$ cat config.mk
export PLATFORM = sky130hd
export DESIGN_NAME = rivsc_ctrl
export DESIGN_NICKNAME = d
export VERILOG_FILES = /design/src/design/rivsc_pkg.sv /design/src/design/rivsc_ctrl.sv
export SDC_FILE = /design/constraint.sdc
export NUM_CORES = 1
export LEC_CHECK = 0
export ABC_AREA = 1
export BUFFER_PORTS_ARGS = -buffer_cell sky130_fd_sc_hd__buf_2
export CELL_PAD_IN_SITES_DETAIL_PLACEMENT = 1
export CELL_PAD_IN_SITES_GLOBAL_PLACEMENT = 1
export CORE_MARGIN = 1
export CORE_UTILIZATION = 39
export DETAILED_ROUTE_END_ITERATION = 8
export PLACE_DENSITY = 0.8
export SLEW_MARGIN = 20
export SYNTH_ARGS = -nofsm -noshare
export SYNTH_HDL_FRONTEND = slang
export SYNTH_SLANG_ARGS = --single-unit
$ cat constraint.sdc
create_clock -name clk -period 1.9 [get_ports clk]
set_clock_uncertainty 0.1 [all_clocks]
set_input_delay 0.38 -clock clk [delete_from_list [all_inputs] [get_ports clk]]
set_output_delay 0.38 -clock clk [all_outputs]
set_load 0.01 [all_outputs]
$ cat src/design/rivsc_pkg.sv
/*
  Shared constants and types for the reset, interrupt vector and stack pointer
  controller. Assumes an 8-bit core with a 6-bit I/O address space and a
  10-bit program counter.
*/
package rivsc_pkg;
  localparam int IO_AW = 6;
  localparam int DW    = 8;
  localparam int PCW   = 10;

  // i/o space offsets
  localparam logic [IO_AW-1:0] SP_ADDR     = 6'h3D;
  localparam logic [IO_AW-1:0] STATUS_ADDR = 6'h3F;
  localparam logic [IO_AW-1:0] GMASK_ADDR  = 6'h3B;
  localparam logic [IO_AW-1:0] TMASK_ADDR  = 6'h39;
  localparam logic [IO_AW-1:0] CAUSE_ADDR  = 6'h34;

  // field positions and masks
  localparam int             POR_FLAG_BIT  = 0;
  localparam int             EXT_FLAG_BIT  = 1;
  localparam int             GIE_BIT       = 7;
  localparam int             EXT_EN_BIT    = 6;
  localparam int             OVF_EN_BIT    = 1;
  localparam logic [DW-1:0]  CAUSE_WR_MASK = 8'h03;
  localparam logic [DW-1:0]  GMASK_RW_MASK = 8'h40;

  // reset values
  localparam logic [DW-1:0]  SP_RST    = 8'h00;
  localparam logic [DW-1:0]  MASK_RST  = 8'h00;

  // vectors
  localparam logic [PCW-1:0] VEC_RESET = 10'h000;
  localparam logic [PCW-1:0] VEC_EXT   = 10'h001;
  localparam logic [PCW-1:0] VEC_OVF   = 10'h002;

  // timing
  localparam int             CLK_PERIOD_NS    = 50;
  localparam int             PIN_MIN_PULSE_NS = 50;
  localparam logic [3:0]     PIN_MIN_CYCLES   =
    4'((PIN_MIN_PULSE_NS + CLK_PERIOD_NS - 1) / CLK_PERIOD_NS);

  typedef enum logic [2:0] {
    SOP_NONE, SOP_PUSH, SOP_POP, SOP_CALL, SOP_RET, SOP_RETURN_FROM_IRQ_INSTR
  } rivsc_stack_op_type;

  typedef enum logic [1:0] {
    ST_IDLE, ST_PUSH_LO, ST_PUSH_HI, ST_VECTOR
  } rivsc_entry_state_type;

  typedef struct packed {
    logic            we;
    logic            re;
    logic [IO_AW-1:0] addr;
    logic [DW-1:0]   wdata;
  } rivsc_io_req_type;

  typedef struct packed {
    logic          we;
    logic [DW-1:0] addr;
    logic [DW-1:0] data;
  } rivsc_mem_wr_type;
endpackage : rivsc_pkg

$ cat src/design/rivsc_ctrl.sv
/*
  Reset source tracking, interrupt vectoring and stack pointer for a small
  8-bit core. Assumes the core drives i/o requests, stack operations and
  interrupt acceptance on clk, and stalls while entry_busy is high.
*/
// Behaviour
// - eight-bit stack pointer at i/o 0x3D
// - push byte minus one, call/irq minus two
// - pop byte plus one, returns plus two
// - irq needs own enable and global enable
// - vectors: reset 0x000, ext 0x001, ovf 0x002
// - lowest vector served first
// - watchdog pulse one cycle, then delay timer
// - low reset pin causes external reset
// - cause register bits seven to two zero
// - pin reset sets external flag
// - power-on sets power-on flag only
// - status register not saved on entry
// - two eight-bit interrupt mask registers
// - accept clears global enable, irq return sets
// - vectoring clears the served source flag
// - flags stay pending until enabled
`timescale 1ns/1ns
module rivsc_ctrl #(
  parameter int RESET_DELAY_CYCLES = 16
) (
  input  wire logic                         clk,
  input  wire logic                         srst,
  input  wire logic                         reset_pin_n,
  input  wire logic                         wdt_timeout,
  input  wire logic                         external_irq_zero,
  input  wire logic                         timer_overflow_irq,
  input  wire rivsc_pkg::rivsc_io_req_type  io_req,
  output      logic [7:0]                   io_rdata,
  input  wire rivsc_pkg::rivsc_stack_op_type stack_op,
  input  wire logic [9:0]                   return_addr,
  input  wire logic                         irq_take,
  output      logic                         irq_pending,
  output      logic                         entry_busy,
  output      rivsc_pkg::rivsc_mem_wr_type  mem_wr,
  output      logic                         pc_load,
  output      logic [9:0]                   pc_vector,
  output      logic                         core_rst,
  output      logic [7:0]                   sp_out
);
  import rivsc_pkg::*;

  logic                  pin_meta_reg, pin_meta_next;
  logic                  pin_sync_reg, pin_sync_next;
  logic [3:0]            pin_cnt_reg, pin_cnt_next;
  logic                  wdt_pulse_reg, wdt_pulse_next;
  logic [15:0]           delay_reg, delay_next;
  logic                  rst_d_reg, rst_d_next;
  logic                  pin_rst, rst_src, blk_rst, accept;
  logic                  ext_ok, ovf_ok;
  logic [DW-1:0]         sp_reg, sp_next;
  logic                  por_flag_reg, por_flag_next;
  logic                  ext_rflag_reg, ext_rflag_next;
  logic [DW-1:0]         gmask_reg, gmask_next;
  logic [DW-1:0]         tmask_reg, tmask_next;
  logic                  gie_reg, gie_next;
  logic                  ext_pend_reg, ext_pend_next;
  logic                  ovf_pend_reg, ovf_pend_next;
  logic                  sel_ext_reg, sel_ext_next;
  logic [PCW-1:0]        ret_reg, ret_next;
  logic [DW-1:0]         rdata_reg, rdata_next;
  rivsc_entry_state_type state_reg, state_next;

  always_comb begin
    pin_meta_next = reset_pin_n;
    pin_sync_next = pin_meta_reg;
    if (pin_sync_reg) begin
      pin_cnt_next = 4'h0;
    end else if (pin_cnt_reg == PIN_MIN_CYCLES) begin
      pin_cnt_next = pin_cnt_reg;
    end else begin
      pin_cnt_next = pin_cnt_reg + 4'h1;
    end
    wdt_pulse_next = wdt_timeout & ~wdt_pulse_reg;
    // delay starts after the pulse ends
    if (rst_src) begin
      delay_next = 16'(RESET_DELAY_CYCLES);
    end else if (delay_reg != 16'h0000) begin
      delay_next = delay_reg - 16'h0001;
    end else begin
      delay_next = delay_reg;
    end
    rst_d_next = core_rst;
  end

  always_ff @(posedge clk) begin
    if (srst) begin
      pin_meta_reg  <= 1'b1;
      pin_sync_reg  <= 1'b1;
      pin_cnt_reg   <= 4'h0;
      wdt_pulse_reg <= 1'b0;
      delay_reg     <= 16'(RESET_DELAY_CYCLES);
      rst_d_reg     <= 1'b1;
    end else begin
      pin_meta_reg  <= pin_meta_next;
      pin_sync_reg  <= pin_sync_next;
      pin_cnt_reg   <= pin_cnt_next;
      wdt_pulse_reg <= wdt_pulse_next;
      delay_reg     <= delay_next;
      rst_d_reg     <= rst_d_next;
    end
  end

  assign pin_rst  = (pin_cnt_reg == PIN_MIN_CYCLES);
  assign rst_src  = srst | pin_rst | wdt_pulse_reg;
  assign blk_rst  = pin_rst | wdt_pulse_reg;
  assign core_rst = rst_src | (delay_reg != 16'h0000);

  assign ext_ok      = ext_pend_reg & gmask_reg[EXT_EN_BIT];
  assign ovf_ok      = ovf_pend_reg & tmask_reg[OVF_EN_BIT];
  // pending flags wait for the global enable
  assign irq_pending = gie_reg & (ext_ok | ovf_ok) & ~core_rst & (state_reg == ST_IDLE);
  assign accept      = irq_pending & irq_take;
  assign entry_busy  = (state_reg != ST_IDLE);

  always_comb begin
    sp_next        = sp_reg;
    por_flag_next  = por_flag_reg;
    ext_rflag_next = ext_rflag_reg;
    gmask_next     = gmask_reg;
    tmask_next     = tmask_reg;
    gie_next       = gie_reg;
    ext_pend_next  = ext_pend_reg;
    ovf_pend_next  = ovf_pend_reg;
    sel_ext_next   = sel_ext_reg;
    ret_next       = ret_reg;
    state_next     = state_reg;
    rdata_next     = rdata_reg;
    case (state_reg)
      ST_IDLE: begin
        if (accept) begin
          sel_ext_next = ext_ok;
          ret_next     = return_addr;
          gie_next     = 1'b0;
          state_next   = ST_PUSH_LO;
        end
      end
      ST_PUSH_LO: begin
        sp_next    = sp_reg - 8'h01;
        state_next = ST_PUSH_HI;
      end
      ST_PUSH_HI: begin
        sp_next    = sp_reg - 8'h01;
        state_next = ST_VECTOR;
      end
      ST_VECTOR: begin
        if (sel_ext_reg) begin
          ext_pend_next = 1'b0;
        end else begin
          ovf_pend_next = 1'b0;
        end
        state_next = ST_IDLE;
      end
      default: state_next = ST_IDLE;
    endcase
    if (state_reg == ST_IDLE) begin
      case (stack_op)
        SOP_PUSH: sp_next = sp_reg - 8'h01;
        SOP_CALL: sp_next = sp_reg - 8'h02;
        SOP_POP:  sp_next = sp_reg + 8'h01;
        SOP_RET:  sp_next = sp_reg + 8'h02;
        SOP_RETURN_FROM_IRQ_INSTR: begin
          sp_next  = sp_reg + 8'h02;
          gie_next = 1'b1;
        end
        default: sp_next = sp_reg;
      endcase
    end
    if (io_req.we) begin
      case (io_req.addr)
        // software access to the stack pointer
        SP_ADDR:     sp_next = io_req.wdata;
        // only the global enable lives here
        STATUS_ADDR: gie_next = io_req.wdata[GIE_BIT];
        GMASK_ADDR:  gmask_next = io_req.wdata & GMASK_RW_MASK;
        TMASK_ADDR:  tmask_next = io_req.wdata;
        // cause writes store low two bits
        CAUSE_ADDR: begin
          por_flag_next  = io_req.wdata[POR_FLAG_BIT];
          ext_rflag_next = io_req.wdata[EXT_FLAG_BIT];
        end
        default: ;
      endcase
    end
    // pin reset sets external flag, set wins
    if (pin_rst) begin
      ext_rflag_next = 1'b1;
    end
    // events latch, set wins over clear
    if (external_irq_zero) begin
      ext_pend_next = 1'b1;
    end
    if (timer_overflow_irq) begin
      ovf_pend_next = 1'b1;
    end
    if (io_req.re) begin
      case (io_req.addr)
        SP_ADDR:     rdata_next = sp_reg;
        STATUS_ADDR: rdata_next = {gie_reg, 7'h00};
        GMASK_ADDR:  rdata_next = gmask_reg;
        TMASK_ADDR:  rdata_next = tmask_reg;
        CAUSE_ADDR:  rdata_next = {6'h00, ext_rflag_reg, por_flag_reg} & CAUSE_WR_MASK;
        default:     rdata_next = 8'h00;
      endcase
    end
  end

  always_ff @(posedge clk) begin
    if (srst | blk_rst) begin
      sp_reg       <= SP_RST;
      gmask_reg    <= MASK_RST;
      tmask_reg    <= MASK_RST;
      gie_reg      <= 1'b0;
      ext_pend_reg <= 1'b0;
      ovf_pend_reg <= 1'b0;
      sel_ext_reg  <= 1'b0;
      ret_reg      <= VEC_RESET;
      state_reg    <= ST_IDLE;
      rdata_reg    <= 8'h00;
    end else begin
      sp_reg       <= sp_next;
      gmask_reg    <= gmask_next;
      tmask_reg    <= tmask_next;
      gie_reg      <= gie_next;
      ext_pend_reg <= ext_pend_next;
      ovf_pend_reg <= ovf_pend_next;
      sel_ext_reg  <= sel_ext_next;
      ret_reg      <= ret_next;
      state_reg    <= state_next;
      rdata_reg    <= rdata_next;
    end
  end

  // power-on sets flag; other resets keep it
  always_ff @(posedge clk) begin
    if (srst) begin
      por_flag_reg  <= 1'b1;
      ext_rflag_reg <= 1'b0;
    end else begin
      por_flag_reg  <= por_flag_next;
      ext_rflag_reg <= ext_rflag_next;
    end
  end

  assign io_rdata = rdata_reg;
  assign sp_out   = sp_reg;

  // stack writes during entry; low byte first
  always_comb begin
    mem_wr.we   = (state_reg == ST_PUSH_LO) | (state_reg == ST_PUSH_HI);
    mem_wr.addr = sp_reg;
    if (state_reg == ST_PUSH_HI) begin
      mem_wr.data = {6'h00, ret_reg[PCW-1:DW]};
    end else begin
      mem_wr.data = ret_reg[DW-1:0];
    end
  end

  // reset vector on release, irq vector after pushes
  assign pc_load   = (state_reg == ST_VECTOR) | (rst_d_reg & ~core_rst);
  assign pc_vector = (state_reg != ST_VECTOR) ? VEC_RESET :
                     (sel_ext_reg ? VEC_EXT : VEC_OVF);
endmodule : rivsc_ctrl

==> results.txt <==
----------------------------------------------------
[Finish]
  Flip-flop count of the largest register after layout ... 16
  Final non-filler cell total ... 836
  Count of fill cells added during filler insertion ... 1348
  Synthesis-to-finish area growth ... 23.7%
  Total Nets Final ... 744
  Diodes inserted ... 0
  Area of the multi-input gates ... 0.00229 mm^2
  Layout cells sized above 1 ... 0.263
  Total area of sequential cells ... between 0.001 and 0.0015 mm^2

[Drt]
  Count of unresolved DRC violations after routing ... 0
  Total detailed-routing wirelength ... 13.2 mm
  Overall via count from detail_route ... 4357
  Post-DR wirelength/cell ... 15.8 um
  Remaining number of nets flagged by the antenna check after routing ... 0
  Iteration-0 DRC count of the detailed router ... 108
  DR pass1 iterations ... 4
  Ratio of routed vias to standard cells ... 5.21

[CTS]
  TritonCTS clock tree ... yes
  Reg clk slew, reported paths ... 0.08 ns
  Number of buffers added by the clock tree synthesis step ... 9
  Clock H-tree levels ... 3
  Latest clock arrival within the worst-skew pair ... 0.35 ns
  Hold buffers post-CTS ... 0
  Number of clock sinks seen by CTS ... 67
  Clk root buf ... sky130_fd_sc_hd__clkbuf_8
  Maximum count of clock buffers along a single path ... 2

[Power and ir drop]
  Proportion of total power due to net switching ... 0.376
  Final total power ... around 4.3 mW
  Seq pwr share ... 0.377
  Internal portion of total power ... between 2 and 3 mW
  Pleak ... 2.38 nW
  Switching power total ... between 1.5 and 2 mW
  Clock power share ... 0.287
  Power per unit of standard cell area ... 856 mW/mm^2
  Combinational power share ... 0.335
  Worst voltage drop across the vdd grid ... 0.545 mV

[Run status]
  Status ... finished, violations left
  Violated checks ... negative setup slack

[GRT]
  Total Routing Usage GR ... 0.245
  Via count of the first global-routing pass ... 4478
  Initial antenna violation count ... 0
  Maximum number of pins on one net before global-route repair ... 33
  Wire length of the first global-routing pass ... between 20 and 25 mm
  Overall overflow remaining after global route ... 0

[Timing]
  Worst-case setup margin in the final layout ... -0.182 ns
  Max frequency ... 480 MHz
  Tightest slew margin relative to the limit ... 0.643
  Post-layout minimum cycle time ... 2.08 ns
  Final Hold Viols ... 0
  Total setup violations reported at the end of the flow ... 3
  Portion of the clock cycle consumed by the worst path in the final layout ... 1.10
  Unrepaired setup endpoints after global routing ... yes
  Number of slew-limit violations in the final report ... 0
  Sum Neg Setup Slack ... -0.453 ns
  Final hold slack ... 0.113 ns
  Slew of the pin with the lowest slew margin ... around 0.53 ns

[Logic synthesis]
  Share of flip-flops with an asynchronous set or reset after synthesis ... 0
  Synth top area share ... 0.333
  Post-Synthesis Mean Instance Area ... 6.73 um^2
  Most used DFF post-synth ... sky130_fd_sc_hd__dfxtp_1
  Top post-synthesis cells by count ... 122 x sky130_fd_sc_hd__nand2_1, 77 x sky130_fd_sc_hd__nor2_1, 76 x sky130_fd_sc_hd__inv_1
  Sequential area share after synthesis ... 0.333
  Number of distinct library cells after synthesis ... 44
  Flip-flop and latch count after synthesis ... between 60 and 70
  Post-synth EDFFs ... 0
  Cell Area, Synth ... 0.00403 mm^2
  Top cells by area in the synthesized netlist ... sky130_fd_sc_hd__dfxtp_1 33%, sky130_fd_sc_hd__nand2_1 11%, sky130_fd_sc_hd__nor2_1 7.2%, sky130_fd_sc_hd__inv_1 7.1%, sky130_fd_sc_hd__a21oi_1 5.1%
  Syn Inst Count ... 598
  Most used standard cell by instance count after synthesis ... sky130_fd_sc_hd__nand2_1
  Cell type with the highest aggregate area in the netlist ... sky130_fd_sc_hd__dfxtp_1
  Yosys warnings ... 0

[Placement]
  Routability-driven placement congestion ratio ... 0.884
  Pre-CTS setup slack ... -0.0519 ns
  Detailed-placement wirelength estimate ... 9.71 mm
  Count of input and output buffers ... 74
  Placed Cells ... 808

[Critical path]
  Startpoint class of the critical path ... flop
  Critical Path End Type ... output pin
  Critical path peak fanout ... 4
  Critical path data required time ... between 1 and 1.5 ns
  Worst setup path category ... reg2out
  Data arrival, critical path ... around 1.6 ns

[Floorplanning]
  Width of the chip ... 104 um
  Area inside the core boundary ... approximately 0.0099 mm^2
  Die area ... 0.0107 mm^2
  Die Y ... a little over 100 um
  Initial Utilization ... 0.406
  Number of primary I/O pins ... slightly above 80
  Std-Cell Rows ... 36

[Flow run]
  Count of max-cap constraint violations ... 0

[Hold path]
  Worst hold path class ... in2reg

----------------------------------------------------
worst max-delay path: stages (launching register included):
cell and delay [ns]:
sky130_fd_sc_hd__dfxtp_1 0.34, sky130_fd_sc_hd__nor2_2 0.21, sky130_fd_sc_hd__nand2_2 0.13, sky130_fd_sc_hd__nor2_4 0.14
sky130_fd_sc_hd__nand2_4 0.07, sky130_fd_sc_hd__nor2_4 0.11, sky130_fd_sc_hd__inv_2 0.05, sky130_fd_sc_hd__nor2_2 0.07
sky130_fd_sc_hd__buf_2 0.13
final cells by class:
type / instances / share of cell area
multi-input combinational: 427 / 0.461
sequential: 67 / 0.272
timing repair buffer: 113 / 0.135
inverter: 80 / 0.0603
tap: 133 / 0.0334
clock buffer: 11 / 0.0264
clock inverter: 5 / 0.0123
power groups by stage:
stage	sequential [mW]	combinational (mW)	clock, mW
2_1_floorplan	1.62	0.891	0
3_3_place_gp	1.63	1.20	0
3_5_place_dp	1.63	1.25	0
4_1_cts	1.60	1.33	1.23
5_1_grt	1.62	1.58	1.31
6_report	1.61	1.43	1.22
cell families (layout without fill, tap and decap cells):
logic type / Yosys count / after routing / share of synthesized area
compound gates: 107 / 107 / 0.159
fa+ha+maj: 10 / 10 / 0.0311
simple gates: 284 / 285 / 0.313
flops: 67 / 67 / 0.333
other cells: 1 / 8 / 0.000932
buf+inv: 112 / 209 / 0.126
xor+xnor: 17 / 17 / 0.0370
final timing paths:
kind	startpoint	endpoint	slack, ns	cells after the start
worst min-delay path	reset_pin_n	pin_meta_reg$_SDFF_PP1_	0.11	2
worst min register to register	wdt_pulse_reg$_SDFF_PP0_	wdt_pulse_reg$_SDFF_PP0_	0.32	1
worst max-delay path	delay_reg[6]$_SDFFE_PP0P_	irq_pending	-0.18	8
worst max register to register	delay_reg[2]$_SDFFE_PP0P_	delay_reg[11]$_SDFFE_PP0P_	0.09	6
per-stage QoR:
stage               instance area (um^2)   util
finish                              4980  0.502
floorplan                           4050      -
CTS                                 4850  0.490
global route                        4980  0.502
detailed placement                  4590  0.464
global placement                    4590  0.464
per-layer routing:
| metal | up-vias | track usage | wire length (um) |
|---|---|---|---|
| met5 | - | 0 | 0 |
| met3 | 28 | 0.0415 | 456 |
| met4 | 0 | 0.0859 | 298 |
| met2 | 114 | 0.452 | 6900 |
| met1 | 2097 | 0.283 | 5520 |
| li1 | 2118 | - | - |
timing repair:
action | CTS | global route
gates cloned | 0 | 1
endpoints found under the setup margin | 9 | 26
pin swaps | 6 | 7
setup buffers | 6 | 6
resized for setup | 10 | 24
cell usage in the layout, fill, tap and decap left out, drive strengths merged:
master / instances
a211oi: 9
a21oi: 41
a221oi: 2
a22oi: 1
a31oi: 2
buf: 113
bufinv: 1
clkbuf: 11
clkinv: 3
conb: 8
dfxtp: 67
ha: 10
inv: 81
nand2: 126
nand3: 39
nand3b: 3
nand4: 9
nor2: 86
nor3: 11
nor3b: 1
nor4: 4
o2111ai: 1
o211ai: 3
o21ai: 38
o21bai: 1
o221ai: 3
o22ai: 5
o31ai: 1
or2: 6
xnor2: 3
xor2: 14
(Power assumes the default switching activity.)
